===== config.mk =====
export PLATFORM = sky130hd
export DESIGN_NAME = wsf_dev_flat
export DESIGN_NICKNAME = d
export VERILOG_FILES = /design/src/rtl/wsf_pkg.sv /design/src/rtl/wsf_link_if.sv /design/src/rtl/wsf_dev.sv /design/src/flat_wrapper.sv
export VERILOG_INCLUDE_DIRS = /design/src /design/src/rtl
export SDC_FILE = /design/constraint.sdc
export NUM_CORES = 1
export LEC_CHECK = 0
export BUFFER_PORTS_ARGS = -buffer_cell sky130_fd_sc_hd__buf_2
export CORE_MARGIN = 2
export CORE_UTILIZATION = 34
export DETAILED_ROUTE_END_ITERATION = 8
export HOLD_SLACK_MARGIN = 0.05
export SLEW_MARGIN = 0
export SYNTH_ARGS = -nofsm -noshare
export SYNTH_HDL_FRONTEND = slang
export SYNTH_SLANG_ARGS = --single-unit

===== constraint.sdc =====
create_clock -name CLK_SYS_I -period 3.2 [get_ports CLK_SYS_I]
set_input_delay 0.16 -clock CLK_SYS_I [delete_from_list [all_inputs] [get_ports CLK_SYS_I]]
set_output_delay 0.16 -clock CLK_SYS_I [all_outputs]
set_load 0.05 [all_outputs]

===== src/rtl/wsf_map.svh =====
// Purpose: named constants of the wake/signature flash command logic
// Assumes: 10 MHz system clock on both ends
// Notes:   times in microseconds, counts derived in the modules
`ifndef WSF_MAP_SVH
`define WSF_MAP_SVH

// System clock period
`define WSF_CLK_NS         100
// Opcodes
`define WSF_OP_WAKE_SIG    8'hAB
`define WSF_OP_LOW_POWER   8'hB9
`define WSF_OP_WR_UNLOCK   8'h06
`define WSF_OP_PAGE_WRITE  8'h02
`define WSF_OP_SMALL_WIPE  8'h20
`define WSF_OP_LARGE_WIPE  8'hD8
`define WSF_OP_FULL_WIPE   8'hC7
`define WSF_OP_STATUS_WR   8'h01
// Frame layout in serial bits
`define WSF_BITS_OP        6'h08
`define WSF_BITS_SIG_START 6'h20
`define WSF_BITS_SIG_DONE  6'h28
`define WSF_DUMMY_BITS     8'h18
`define WSF_BYTE_BITS      8'h08
// Delays in microseconds
`define WSF_T_SEL_SUPPLY_US 5000
`define WSF_T_WR_UNLOCK_US  10000
`define WSF_T_EARLY_WAKE_US 3
`define WSF_T_WAKE_US       2
`define WSF_T_LP_ENTRY_US   3
// Factory delivery contents
`define WSF_ERASED_BYTE    8'hFF
`define WSF_STATUS_DELIV   8'h00
// Synchroniser reset levels {cs_n, sclk, data}
`define WSF_SYNC_RST3      3'h4
`define WSF_SYNC_RST1      1'h1

`endif


===== src/rtl/wsf_pkg.sv =====
// Purpose: types and helpers shared by both ends
// Assumes: wsf_map.svh holds the numbers
// Notes:   cycle helpers never return less than one cycle
package wsf_pkg;
	`include "wsf_map.svh"

	typedef enum logic [1:0] {
		DEV_STANDBY = 2'b00,
		DEV_ENTER   = 2'b01,
		DEV_LOWPWR  = 2'b10,
		DEV_WAKE    = 2'b11
	} wsf_dev_st_t;

	typedef enum logic [1:0] {
		HST_IDLE = 2'b00,
		HST_XFER = 2'b01,
		HST_TAIL = 2'b10,
		HST_GAP  = 2'b11
	} wsf_host_st_t;

	// Longest time to cycles, rounded down
	function automatic int unsigned wsf_cyc_floor(input int unsigned us);
		int unsigned c;
		c = (us * 1000) / `WSF_CLK_NS;
		return (c < 1) ? 1 : c;
	endfunction

	// Least time to cycles, rounded up
	function automatic int unsigned wsf_cyc_ceil(input int unsigned us);
		int unsigned c;
		c = (us * 1000 + `WSF_CLK_NS - 1) / `WSF_CLK_NS;
		return (c < 1) ? 1 : c;
	endfunction

	// Opcodes held back until writes unlock
	function automatic logic wsf_is_write_op(input logic [7:0] op);
		return (op == `WSF_OP_WR_UNLOCK) || (op == `WSF_OP_PAGE_WRITE) ||
			(op == `WSF_OP_SMALL_WIPE) || (op == `WSF_OP_LARGE_WIPE) ||
			(op == `WSF_OP_FULL_WIPE) || (op == `WSF_OP_STATUS_WR);
	endfunction
endpackage


===== src/rtl/wsf_link_if.sv =====
// Purpose: serial link between flash device end and host end
// Assumes: serial output line pulled high when undriven
// Notes:   no clocking block; both ends sample with their own clock
`timescale 1ns/1ps
`default_nettype none
interface wsf_link_if;
	logic cs_n;
	logic sclk;
	logic serial_in_io;
	logic serial_out;
	logic serial_out_oe;
	logic serial_out_line;

	// Pull-up when the device releases the line
	assign serial_out_line = serial_out_oe ? serial_out : 1'b1;

	modport dev (
		input  cs_n,
		input  sclk,
		input  serial_in_io,
		output serial_out,
		output serial_out_oe
	);

	modport host (
		output cs_n,
		output sclk,
		output serial_in_io,
		input  serial_out_line
	);
endinterface
`default_nettype wire


===== src/rtl/wsf_dev.sv =====
// Purpose: device end: wake/signature command, power states, power-up gating
// Assumes: link pins sampled by CLK_SYS_I; RST_N_I is the supply reset
// Notes:   serial clock must be slow enough for three-stage sampling
`timescale 1ns/1ps
`default_nettype none
`include "wsf_map.svh"
module wsf_dev #(
	parameter logic [7:0] SIG         = 8'h5A, // arbitrary identity value
	parameter int unsigned SEL_CYC    = wsf_pkg::wsf_cyc_floor(`WSF_T_SEL_SUPPLY_US),
	parameter int unsigned UNLOCK_CYC = wsf_pkg::wsf_cyc_floor(`WSF_T_WR_UNLOCK_US)
) (
	input  wire logic       CLK_SYS_I,
	input  wire logic       RST_N_I,
	wsf_link_if.dev         LINK,
	input  wire logic       BUSY_I,
	input  wire logic       WLATCH_CLR_I,
	output logic            LOWPWR_O,
	output logic            STANDBY_O,
	output logic            CMD_VALID_O,
	output logic [7:0]      CMD_OP_O,
	output logic            WLATCH_O,
	output logic            READS_OK_O,
	output logic            WRITES_OK_O,
	output logic [7:0]      ERASED_BYTE_O,
	output logic [7:0]      FACTORY_STATUS_O
);
	import wsf_pkg::*;

	localparam int unsigned EARLY_CYC = wsf_cyc_floor(`WSF_T_EARLY_WAKE_US);
	localparam int unsigned WAKE_CYC  = wsf_cyc_floor(`WSF_T_WAKE_US);
	localparam int unsigned ENTRY_CYC = wsf_cyc_floor(`WSF_T_LP_ENTRY_US);
	localparam int unsigned PU_MAX    = (SEL_CYC > UNLOCK_CYC) ? SEL_CYC : UNLOCK_CYC;
	localparam int CS = 2;
	localparam int SK = 1;
	localparam int DI = 0;

	// Refuse values the counters cannot hold
	if (SEL_CYC < 1 || UNLOCK_CYC < 1 || PU_MAX >= 32'hFFFFFFFF) begin : g_chk
		$error("wsf_dev: power-up counts out of range");
	end

	logic [2:0]  s1_q, s2_q, s3_q, lvl_q, lvl_d;
	logic        cs_fall, cs_rise, sck_rise, sck_fall, sel;
	logic [5:0]  bit_cnt_q;
	logic [6:0]  sh_q;
	logic [7:0]  op_w;
	logic        op_fire;
	logic        res_act_q, lp_act_q;
	logic [2:0]  sig_idx_q;
	logic        so_q, so_oe_q;
	wsf_dev_st_t st_q;
	logic [31:0] dly_q;
	logic [31:0] pu_cnt_q;
	logic        reads_ok, writes_ok;
	logic        cmd_valid_q, wlatch_q;
	logic [7:0]  cmd_op_q;

	// Three-stage sampling of link pins
	always_ff @(posedge CLK_SYS_I or negedge RST_N_I) begin
		if (!RST_N_I) begin
			s1_q <= `WSF_SYNC_RST3;
			s2_q <= `WSF_SYNC_RST3;
			s3_q <= `WSF_SYNC_RST3;
		end else begin
			s1_q <= {LINK.cs_n, LINK.sclk, LINK.serial_in_io};
			s2_q <= s1_q;
			s3_q <= s2_q;
		end
	end

	// Level changes once stages two and three agree
	always_comb begin
		lvl_d = ((s2_q ~^ s3_q) & s2_q) | ((s2_q ^ s3_q) & lvl_q);
	end

	always_ff @(posedge CLK_SYS_I or negedge RST_N_I) begin
		if (!RST_N_I) begin
			lvl_q <= `WSF_SYNC_RST3;
		end else begin
			lvl_q <= lvl_d;
		end
	end

	// Edge events of the sampled link
	assign cs_fall  = lvl_q[CS] & ~lvl_d[CS];
	assign cs_rise  = ~lvl_q[CS] & lvl_d[CS];
	assign sel      = ~lvl_d[CS];
	assign sck_rise = sel & ~lvl_q[SK] & lvl_d[SK];
	assign sck_fall = sel & lvl_q[SK] & ~lvl_d[SK];
	assign op_w     = {sh_q, lvl_d[DI]};
	assign op_fire  = sck_rise & (bit_cnt_q == (`WSF_BITS_OP - 6'h01));

	// Input shifter; counter saturates after first full signature
	always_ff @(posedge CLK_SYS_I or negedge RST_N_I) begin
		if (!RST_N_I) begin
			bit_cnt_q <= 6'h00;
			sh_q      <= 7'h00;
		end else if (cs_fall) begin
			bit_cnt_q <= 6'h00;
		end else if (sck_rise) begin
			sh_q <= op_w[6:0];
			if (bit_cnt_q != `WSF_BITS_SIG_DONE) begin
				bit_cnt_q <= bit_cnt_q + 6'h01;
			end
		end
	end

	// Power-up timer from supply reset release
	always_ff @(posedge CLK_SYS_I or negedge RST_N_I) begin
		if (!RST_N_I) begin
			pu_cnt_q <= 32'h00000000;
		end else if (pu_cnt_q < PU_MAX) begin
			pu_cnt_q <= pu_cnt_q + 32'h00000001;
		end
	end

	assign reads_ok  = (pu_cnt_q >= SEL_CYC);
	assign writes_ok = (pu_cnt_q >= UNLOCK_CYC);

	// Opcode decode at the eighth rising edge; dummy bytes never looked at
	always_ff @(posedge CLK_SYS_I or negedge RST_N_I) begin
		if (!RST_N_I) begin
			res_act_q <= 1'b0;
			lp_act_q  <= 1'b0;
		end else if (cs_fall) begin
			res_act_q <= 1'b0;
			lp_act_q  <= 1'b0;
		end else if (op_fire) begin
			res_act_q <= (op_w == `WSF_OP_WAKE_SIG) && !BUSY_I &&
				(st_q == DEV_STANDBY || st_q == DEV_LOWPWR);
			lp_act_q  <= (op_w == `WSF_OP_LOW_POWER) && !BUSY_I &&
				(st_q == DEV_STANDBY);
		end
	end

	// Other opcodes passed to the core when the state allows
	always_ff @(posedge CLK_SYS_I or negedge RST_N_I) begin
		if (!RST_N_I) begin
			cmd_valid_q <= 1'b0;
			cmd_op_q    <= 8'h00;
		end else begin
			cmd_valid_q <= 1'b0;
			if (op_fire && st_q == DEV_STANDBY &&
				op_w != `WSF_OP_WAKE_SIG && op_w != `WSF_OP_LOW_POWER) begin
				if (wsf_is_write_op(op_w) ? writes_ok : reads_ok) begin
					cmd_valid_q <= 1'b1;
					cmd_op_q    <= op_w;
				end
			end
		end
	end

	// Write latch: clear at power-up, set wins over clear
	always_ff @(posedge CLK_SYS_I or negedge RST_N_I) begin
		if (!RST_N_I) begin
			wlatch_q <= 1'b0;
		end else if (cmd_valid_q && cmd_op_q == `WSF_OP_WR_UNLOCK) begin
			wlatch_q <= 1'b1;
		end else if (WLATCH_CLR_I) begin
			wlatch_q <= 1'b0;
		end
	end

	// Signature out on falling edges, MSB first, repeating
	always_ff @(posedge CLK_SYS_I or negedge RST_N_I) begin
		if (!RST_N_I) begin
			sig_idx_q <= 3'h0;
			so_q      <= 1'b0;
			so_oe_q   <= 1'b0;
		end else begin
			so_oe_q <= sel & res_act_q;
			if (cs_fall) begin
				sig_idx_q <= 3'h0;
			end else if (sck_fall && res_act_q && bit_cnt_q >= `WSF_BITS_SIG_START) begin
				so_q      <= SIG[3'h7 - sig_idx_q];
				sig_idx_q <= sig_idx_q + 3'h1;
			end
		end
	end

	// Power state and its delays
	always_ff @(posedge CLK_SYS_I or negedge RST_N_I) begin
		if (!RST_N_I) begin
			st_q  <= DEV_STANDBY;
			dly_q <= 32'h00000000;
		end else begin
			case (st_q)
				DEV_STANDBY: begin
					if (cs_rise && lp_act_q && bit_cnt_q == `WSF_BITS_OP) begin
						st_q  <= DEV_ENTER;
						dly_q <= ENTRY_CYC;
					end
				end
				DEV_ENTER: begin
					if (dly_q <= 32'h00000001) begin
						st_q <= DEV_LOWPWR;
					end else begin
						dly_q <= dly_q - 32'h00000001;
					end
				end
				DEV_LOWPWR: begin
					if (cs_rise && res_act_q && bit_cnt_q >= `WSF_BITS_OP) begin
						st_q <= DEV_WAKE;
						if (bit_cnt_q == `WSF_BITS_SIG_DONE) begin
							dly_q <= WAKE_CYC;
						end else begin
							dly_q <= EARLY_CYC;
						end
					end
				end
				DEV_WAKE: begin
					if (dly_q <= 32'h00000001) begin
						st_q <= DEV_STANDBY;
					end else begin
						dly_q <= dly_q - 32'h00000001;
					end
				end
				default: begin
					st_q <= DEV_STANDBY;
				end
			endcase
		end
	end

	assign LINK.serial_out    = so_q;
	assign LINK.serial_out_oe = so_oe_q;
	assign LOWPWR_O           = (st_q == DEV_LOWPWR);
	assign STANDBY_O          = (st_q == DEV_STANDBY);
	assign CMD_VALID_O        = cmd_valid_q;
	assign CMD_OP_O           = cmd_op_q;
	assign WLATCH_O           = wlatch_q;
	assign READS_OK_O         = reads_ok;
	assign WRITES_OK_O        = writes_ok;
	// Delivery contents for array and status models
	assign ERASED_BYTE_O      = `WSF_ERASED_BYTE;
	assign FACTORY_STATUS_O   = `WSF_STATUS_DELIV;
endmodule
`default_nettype wire


===== src/flat_wrapper.sv =====
// flat-port wrapper written by rule: the top's interface ports become plain ports
module wsf_dev_flat import wsf_pkg::*;
#(
	parameter logic [7:0] SIG         = 8'h5A,                            
	parameter int unsigned SEL_CYC    = wsf_pkg::wsf_cyc_floor(`WSF_T_SEL_SUPPLY_US),
	parameter int unsigned UNLOCK_CYC = wsf_pkg::wsf_cyc_floor(`WSF_T_WR_UNLOCK_US)
)
  (CLK_SYS_I, RST_N_I, BUSY_I, WLATCH_CLR_I, LOWPWR_O, STANDBY_O, CMD_VALID_O, CMD_OP_O, WLATCH_O, READS_OK_O, WRITES_OK_O, ERASED_BYTE_O, FACTORY_STATUS_O, LINK_cs_n, LINK_sclk, LINK_serial_in_io, LINK_serial_out, LINK_serial_out_oe);
  wsf_link_if LINK_i ();
  input  wire logic CLK_SYS_I;
  input  wire logic RST_N_I;
  input  wire logic BUSY_I;
  input  wire logic WLATCH_CLR_I;
  output logic LOWPWR_O;
  output logic STANDBY_O;
  output logic CMD_VALID_O;
  output logic [7:0] CMD_OP_O;
  output logic WLATCH_O;
  output logic READS_OK_O;
  output logic WRITES_OK_O;
  output logic [7:0] ERASED_BYTE_O;
  output logic [7:0] FACTORY_STATUS_O;
  input wire logic [$bits(LINK_i.cs_n)-1:0] LINK_cs_n;
  input wire logic [$bits(LINK_i.sclk)-1:0] LINK_sclk;
  input wire logic [$bits(LINK_i.serial_in_io)-1:0] LINK_serial_in_io;
  output wire logic [$bits(LINK_i.serial_out)-1:0] LINK_serial_out;
  output wire logic [$bits(LINK_i.serial_out_oe)-1:0] LINK_serial_out_oe;
  assign LINK_i.cs_n = LINK_cs_n;
  assign LINK_i.sclk = LINK_sclk;
  assign LINK_i.serial_in_io = LINK_serial_in_io;
  assign LINK_serial_out = LINK_i.serial_out;
  assign LINK_serial_out_oe = LINK_i.serial_out_oe;
  wsf_dev #(.SIG(SIG), .SEL_CYC(SEL_CYC), .UNLOCK_CYC(UNLOCK_CYC)) u_core (.CLK_SYS_I(CLK_SYS_I), .RST_N_I(RST_N_I), .LINK(LINK_i), .BUSY_I(BUSY_I), .WLATCH_CLR_I(WLATCH_CLR_I), .LOWPWR_O(LOWPWR_O), .STANDBY_O(STANDBY_O), .CMD_VALID_O(CMD_VALID_O), .CMD_OP_O(CMD_OP_O), .WLATCH_O(WLATCH_O), .READS_OK_O(READS_OK_O), .WRITES_OK_O(WRITES_OK_O), .ERASED_BYTE_O(ERASED_BYTE_O), .FACTORY_STATUS_O(FACTORY_STATUS_O));
endmodule

# ---- Word level (Yosys, flattened, before mapping)
# Memories as Yosys holds them, arrays and structs flattened. A register that Yosys moved wholly into a read port is not among the register bits.
# Index checks and enable logic that the tools add are counted.
dict set report word_totals {
  output_inout_bits 32
  inputBits 7
  mem_bits_ro 8
  memories 1
  reg_bits 107
  word_cells 128
}
dict set report op_classes {
  reduce_logical 35
  mux 24
  n_addsub 5
  n_bitwise 18
  order_cmp 6
  n_eq_ne 23
}
# memory depth word_bits read_ports rd_ports_with_merged_regs wr line_no
set memory_table {}
lappend memory_table {{(name not given)} 8 1 1 1 0 wsf_dev.sv:175} ;# so_q <= SIG[3'h7 - sig_idx_q];
# operator n
set op_table {}
lappend op_table {{2-to-1 mux 32 bit} 3}
lappend op_table {{case mux 32 bit (3 select lines)} 1}
lappend op_table {{adder 32 x 1 -> 32 bit (second input constant)} 1}
lappend op_table {{equality test 8 bit (second input constant)} 4}
lappend op_table {{greater-or-equal comparator 32 x 16 -> 1 bit (second input constant)} 1}
lappend op_table {{greater-or-equal comparator 32 x 17 -> 1 bit (second input constant)} 1}
lappend op_table {{<= comparator 32 x 1 -> 1 bit (second input constant)} 1}
lappend op_table {{less-than comparator 32 x 17 -> 1 bit (second input constant)} 1}
lappend op_table {{subtractor 32 x 1 -> 32 bit (second input constant)} 1}
lappend op_table {{2-to-1 mux 6 bit} 3}
lappend op_table {{equality test 8 x 3 -> 1 bit (second input constant)} 2}
lappend op_table {{inequality test 8 bit (second input constant)} 2}
lappend op_table {{logical AND 1 bit} 14}
lappend op_table {{nonzero test 2 bit} 5}
lappend op_table {{2-to-1 mux 1 bit} 9}
lappend op_table {{AND 1 bit} 8}
lappend op_table {{equality test 8 x 1 -> 1 bit (second input constant)} 1}
lappend op_table {{equality test 8 x 2 -> 1 bit (second input constant)} 1}
lappend op_table {{equality test 8 x 6 -> 1 bit (second input constant)} 1}
lappend op_table {{2-to-1 mux 2 bit} 4}
lappend op_table {{inequality test 2 x 1 -> 1 bit (second input constant)} 4}
lappend op_table {{case mux 2 bit (4 select lines)} 1}
lappend op_table {{AND reduction 2 bit} 4}
lappend op_table {{adder 6 x 1 -> 6 bit (second input constant)} 1}
lappend op_table {{24 further kinds} 37}

# ---- Logic depth before layout (Yosys ltp)
dict set report logic_depth {
  word_depth 12
  depth_mapped 9
  depth_no_buf 8
}

# ---- Least setup slack after synthesis
# Ideal clock, no wire load.
dict set report synth_timing {
  kind {register -> register}
  from {register u_core.s2_q[2]}
  to {register u_core.cmd_op_q[0], in the netlist u_core.CMD_OP_O[0]}
  t_required_ns 3.075
  path_stages_with_launch 10
  setup_slack_ns 0.640
  n_path_buf 1
  setup_ns 0.125
  arrival_time_ns 2.435
  synth_period_minus_slack_ns 2.560
  cell_sequence {dfstp_2 ha_1 a21oi_1 inv_1 nor3b_2 nand4_1 a211o_1 or3_1 buf_6 mux2_4}
}
dict set report synth_between {
  elab_chain_cells 11
  word_cells_on_any_way 13
  classes_between {bitwise (9); reduce/logical (4)}
}
# item line_no
set synth_lines {}
lappend synth_lines {{start: declaration} wsf_dev.sv:42} ;# logic [2:0] s1_q, s2_q, s3_q, lvl_q, lvl_d;
lappend synth_lines {{start signal: assignment} wsf_dev.sv:62} ;# s2_q <= `WSF_SYNC_RST3;
lappend synth_lines {{start signal: assignment} wsf_dev.sv:66} ;# s2_q <= s1_q;
lappend synth_lines {{bitwise XNOR 3 bit / bitwise XOR 3 bit (equally long branches)} wsf_dev.sv:73} ;# lvl_d = ((s2_q ~^ s3_q) & s2_q) | ((s2_q ^ s3_q) & lvl_q);
lappend synth_lines {{AND 3 bit} wsf_dev.sv:73}
lappend synth_lines {{OR 3 bit *} wsf_dev.sv:73}
lappend synth_lines {{named net u_core.lvl_d[2]} wsf_dev.sv:42}
lappend synth_lines {{NOT 1 bit *} wsf_dev.sv:87} ;# assign sel = ~lvl_d[CS];
lappend synth_lines {{AND 1 bit * (2 in a row)} wsf_dev.sv:88} ;# assign sck_rise = sel & ~lvl_q[SK] & lvl_d[SK];
lappend synth_lines {{AND 1 bit *} wsf_dev.sv:91} ;# assign op_fire = sck_rise & (bit_cnt_q == (`WSF_BITS_OP - 6'h01));
lappend synth_lines {{logical AND 1 bit *} wsf_dev.sv:143} ;# if (op_fire && st_q == DEV_STANDBY &&
lappend synth_lines {{logical AND 1 bit (no source line) * (2 in a row)} --}
lappend synth_lines {{AND reduction 2 bit (no source line) *} --}
lappend synth_lines {{end signal: assignment} wsf_dev.sv:147} ;# cmd_op_q <= op_w;
lappend synth_lines {{end: declaration} wsf_dev.sv:56} ;# logic [7:0] cmd_op_q;
# The timed path passes the listed nets; every way through them passes the cells marked *.
# A chain may end at the register's enable or synchronous reset.

# ---- Worst setup path after layout
dict set report layout_timing {
  from {register u_core.s2_q[2]}
  to {register u_core.cmd_op_q[6], in the netlist u_core.CMD_OP_O[6]}
}
# The elaborated chain is that of the path after synthesis.

==> summary.log <==
qor: outcome.outcome finished, final reports clean
qor: place.final_weighted_congestion_in_routability_driven_placement 0.786
qor: cells_and_area.layout.filler_cells 1455
qor: worst_setup_path.data_required_time_at_the_worst_endpoint 3.45 ns
qor: sta.timing_max_transition_violations_final 0
qor: clock_network.cts_setup_buffers 0
qor: sta.max_slew_margin 0.512
qor: clock_network.clock_path_buffers 2
qor: place.dpl.hpwl 7040 µm
qor: floorplan.rows 45
qor: flow_run.cap_viol_max_count 0
qor: power_and_ir_drop.p_leak 2.72 nW
qor: place.dpl_worst_slack 0.332 ns
qor: clock_network.cts_tree yes
qor: detailed_routing.avgRoutedWirePerCell 14.2 µm
qor: worst_setup_path.crit_start u_core.s2_q[2]$_DFF_PN1_
qor: sta.clock-skew-final 0.00744 ns
qor: sta.max_freq 348 MHz
qor: cells_and_area.antennaDiodeCount 0
qor: cells_and_area.finalNetCount 546
qor: detailed_routing.routed_via_density 5.18
qor: logic_synthesis.yosys-top-cells-area sky130_fd_sc_hd__dfrtp_1, sky130_fd_sc_hd__xnor2_1, sky130_fd_sc_hd__o21ai_0
qor: place.io_buffers 22
qor: worst_setup_path.reg2reg_slack 0.32 ns
qor: worst_hold_path.hold_start BUSY_I
qor: logic_synthesis.syn_avg_cell_area 10.3 µm²
qor: global_route.grt_use_total 0.135
qor: sta.fin_crit 2.88 ns
qor: clock_network.clock_network_latency_to_the_later_pin_of_the_worst_skew_pair 0.36 ns
qor: cells_and_area.synthToLayoutAreaGrowth 10.8%
qor: logic_synthesis.synthDominantAreaCellType sky130_fd_sc_hd__dfrtp_1
qor: clock_network.tritoncts.num_buffers 9
qor: detailed_routing.routed-via-count 3721
qor: sta.worst_slew_pin_slew 0.726 ns
qor: detailed_routing.drc 0
qor: floorplan.die_area 16500 µm²
qor: logic_synthesis.asyncSetResetFlopFracSynth 1.00
qor: sta.rsz_0062_raised_after_global_routing false
qor: logic_synthesis.mappedNetlistArea 5270 µm²
qor: worst_hold_path.hp-class in -> reg
qor: clock_network.path_clk_slew 0.07 ns
qor: floorplan.starting_density_of_the_core 0.348
qor: worst_setup_path.cp_max_fo 8
qor: global_route.grt_overflow 0
qor: worst_setup_path.crit_path_end u_core.CMD_OP_O[6]$_DFFE_PN0P_
qor: sta.fin_setup_tns 0 ns
qor: logic_synthesis.synth_cells 509
qor: worst_hold_path.min_path_cells 4
qor: worst_setup_path.worstSetupPathType reg -> reg
qor: global_route.grt_first_pass_wirelength 17600 µm
qor: logic_synthesis.netlist_top_cells_count sky130_fd_sc_hd__dfrtp_1, sky130_fd_sc_hd__nor2_1, sky130_fd_sc_hd__o21ai_0
qor: worst_setup_path.cp.arrival 3.12 ns
qor: worst_setup_path.count_of_cells_along_the_worst_register_to_register_path 8
qor: logic_synthesis.post_synth_edffs 0
qor: floorplan.ioPinCount 39
qor: power_and_ir_drop.power_density 709 nW/µm²
qor: worst_setup_path.worstReg2RegEnd u_core.CMD_OP_O[6]$_DFFE_PN0P_
qor: clock_network.cts.htree.levels 3
qor: worst_setup_path.crit-reg2reg-launch u_core.s2_q[2]$_DFF_PN1_
qor: logic_synthesis.yosys_register_bits 108
qor: detailed_routing.ant_nets 0
qor: sta.layout_worst_path_cycle_share 0.899
qor: logic_synthesis.yosys_most_used_dff sky130_fd_sc_hd__dfrtp_1
qor: floorplan.floorplan.die.height 128 µm
qor: floorplan.die_w 128 µm
qor: place.placed_area 5500 µm²
qor: cells_and_area.design_area 5840 µm²
qor: global_route.initial_antenna_violation_count 1
qor: logic_synthesis.synthDistinctLibCells 62
qor: worst_setup_path.worst_setup_path_end_kind flip-flop
qor: global_route.grt_max_degree 67
qor: global_route.first_global_vias 3659
qor: detailed_routing.firstDrtPassIters 4
qor: sta.final_critical_path_setup_slack 0.325 ns
qor: logic_synthesis.yosys_warnings 0
qor: sta.final_hold_viol_count 0
qor: detailed_routing.routed_wirelength 10200 µm
qor: clock_network.clock_sinks 108
qor: logic_synthesis.yosysMostFrequentCell sky130_fd_sc_hd__dfrtp_1
qor: worst_setup_path.critPathLaunchType flip-flop
qor: logic_synthesis.seq_area_frac_synth 0.514
qor: power_and_ir_drop.max-vdd-ir-drop 324 µV
qor: floorplan.core_area 15100 µm²
qor: sta.finalSetupViolations 0
qor: detailed_routing.first_iter_violations 281
qor: logic_synthesis.post-synth-top-area-fraction 0.494
qor: cells_and_area.layout-drive-gt1-share 0.143
qor: clock_network.cts.root.buffer_cell sky130_fd_sc_hd__clkbuf_16
per-stage QoR:
| stage | cells | power, W | util | hold slack, ns |
|---|---|---|---|---|
| after global routing | 718 | 0.00443 | 0.385 | 0.115 |
| final | 718 | 0.00414 | 0.385 | 0.117 |
| after detailed placement | 697 | 0.00307 | 0.363 | 0.203 |
| after floorplan | 523 | 0.00272 | - | -0.136 |
| after global placement | 697 | 0.00303 | 0.363 | 0.200 |
| after CTS | 718 | 0.00420 | 0.385 | 0.0906 |
logic make-up (layout without fill, tap and decap cells):
family / Yosys count / in the layout / share of synthesized area
AND/OR/NAND/NOR: 187 / 187 / 0.193
buffers and inverters: 59 / 66 / 0.0558
flip-flops: 108 / 108 / 0.514
adder cells (fa/ha/maj): 14 / 14 / 0.0333
AO/OA/AOI/OAI: 88 / 88 / 0.104
multiplexers: 17 / 17 / 0.0416
other: 2 / 16 / 0.00143
XOR/XNOR: 34 / 34 / 0.0565
worst min-delay path by stage:
stage,to,slack (ns)
2_1_floorplan,u_core.CMD_OP_O[0]$_DFFE_PN0P_,-0.14
3_3_place_gp,u_core.dly_q[13]$_DFFE_PN0P_,0.20
3_5_place_dp,u_core.dly_q[13]$_DFFE_PN0P_,0.20
4_1_cts,u_core.lp_act_q$_DFFE_PN0P_,0.09
5_1_grt,u_core.lp_act_q$_DFFE_PN0P_,0.12
6_report,u_core.lp_act_q$_DFFE_PN0P_,0.12
routing by layer:
| metal | part of all wire | global-route usage | up-vias |
|---|---|---|---|
| li1 | - | - | 1793 |
| met3 | 0.041 | 0.0457 | 14 |
| met2 | 0.49 | 0.225 | 57 |
| met4 | 0.016 | 0.0485 | 2 |
| met5 | 0.0013 | 0 | - |
| met1 | 0.45 | 0.162 | 1855 |
power by group:
part           internal [W]  switching [W]  total (W)
Sequential          0.00150       0.000177    0.00167
Combinational      0.000481       0.000893    0.00137
Clock              0.000549       0.000545    0.00109
final cells by class:
cell class | instances | area [µm²] | area share
Sequential cell | 108 | 2710 | 0.464
Tap cell | 188 | 235 | 0.0403
Clock inverter | 7 | 66.3 | 0.0114
Clock buffer | 9 | 225 | 0.0386
Multi-Input combinational cell | 356 | 2320 | 0.397
Timing Repair Buffer | 33 | 220 | 0.0377
Inverter | 17 | 63.8 | 0.0109
critical path, stage by stage, from the launching register on:
cell and delay [ns]:
sky130_fd_sc_hd__dfstp_2 0.54, sky130_fd_sc_hd__ha_1 0.22, sky130_fd_sc_hd__a21oi_1 0.23, sky130_fd_sc_hd__inv_1 0.14, sky130_fd_sc_hd__nor3b_2 0.23, sky130_fd_sc_hd__nand4_1 0.19
sky130_fd_sc_hd__a211o_1 0.28, sky130_fd_sc_hd__or3_1 0.56, sky130_fd_sc_hd__mux2_4 0.37
flip-flops by register name, indices dropped and copies added (netlist names):
signal / flops
u_core.CMD_OP_O: 8
u_core.CMD_VALID_O: 1
u_core.LINK.serial_out: 1
u_core.LINK.serial_out_oe: 1
u_core.WLATCH_O: 1
u_core.bit_cnt_q: 6
u_core.dly_q: 32
u_core.lp_act_q: 1
u_core.lvl_q: 3
u_core.pu_cnt_q: 32
u_core.res_act_q: 1
u_core.s1_q: 3
u_core.s2_q: 3
u_core.s3_q: 3
u_core.sh_q: 7
u_core.sig_idx_q: 3
u_core.st_q: 2
repair_timing:
item	4_1_cts	5_1_grt
endpoints found under the hold margin	42	0
gates resized for setup	0	0
hold buffers	5	0
cell usage in the layout, fill, tap and decap left out, types with 10 or more instances in the layout:
cell,count
sky130_fd_sc_hd__a21oi_1,20
sky130_fd_sc_hd__buf_2,21
sky130_fd_sc_hd__conb_1,16
sky130_fd_sc_hd__dfrtp_1,104
sky130_fd_sc_hd__ha_1,14
sky130_fd_sc_hd__inv_1,17
sky130_fd_sc_hd__nand2_1,30
sky130_fd_sc_hd__nor2_1,51
sky130_fd_sc_hd__nor3_1,16
sky130_fd_sc_hd__nor4_1,14
sky130_fd_sc_hd__o21ai_0,39
sky130_fd_sc_hd__or3_1,12
sky130_fd_sc_hd__or4_1,10
sky130_fd_sc_hd__xnor2_1,23
sky130_fd_sc_hd__xor2_1,11
(Power assumes the default switching activity.)
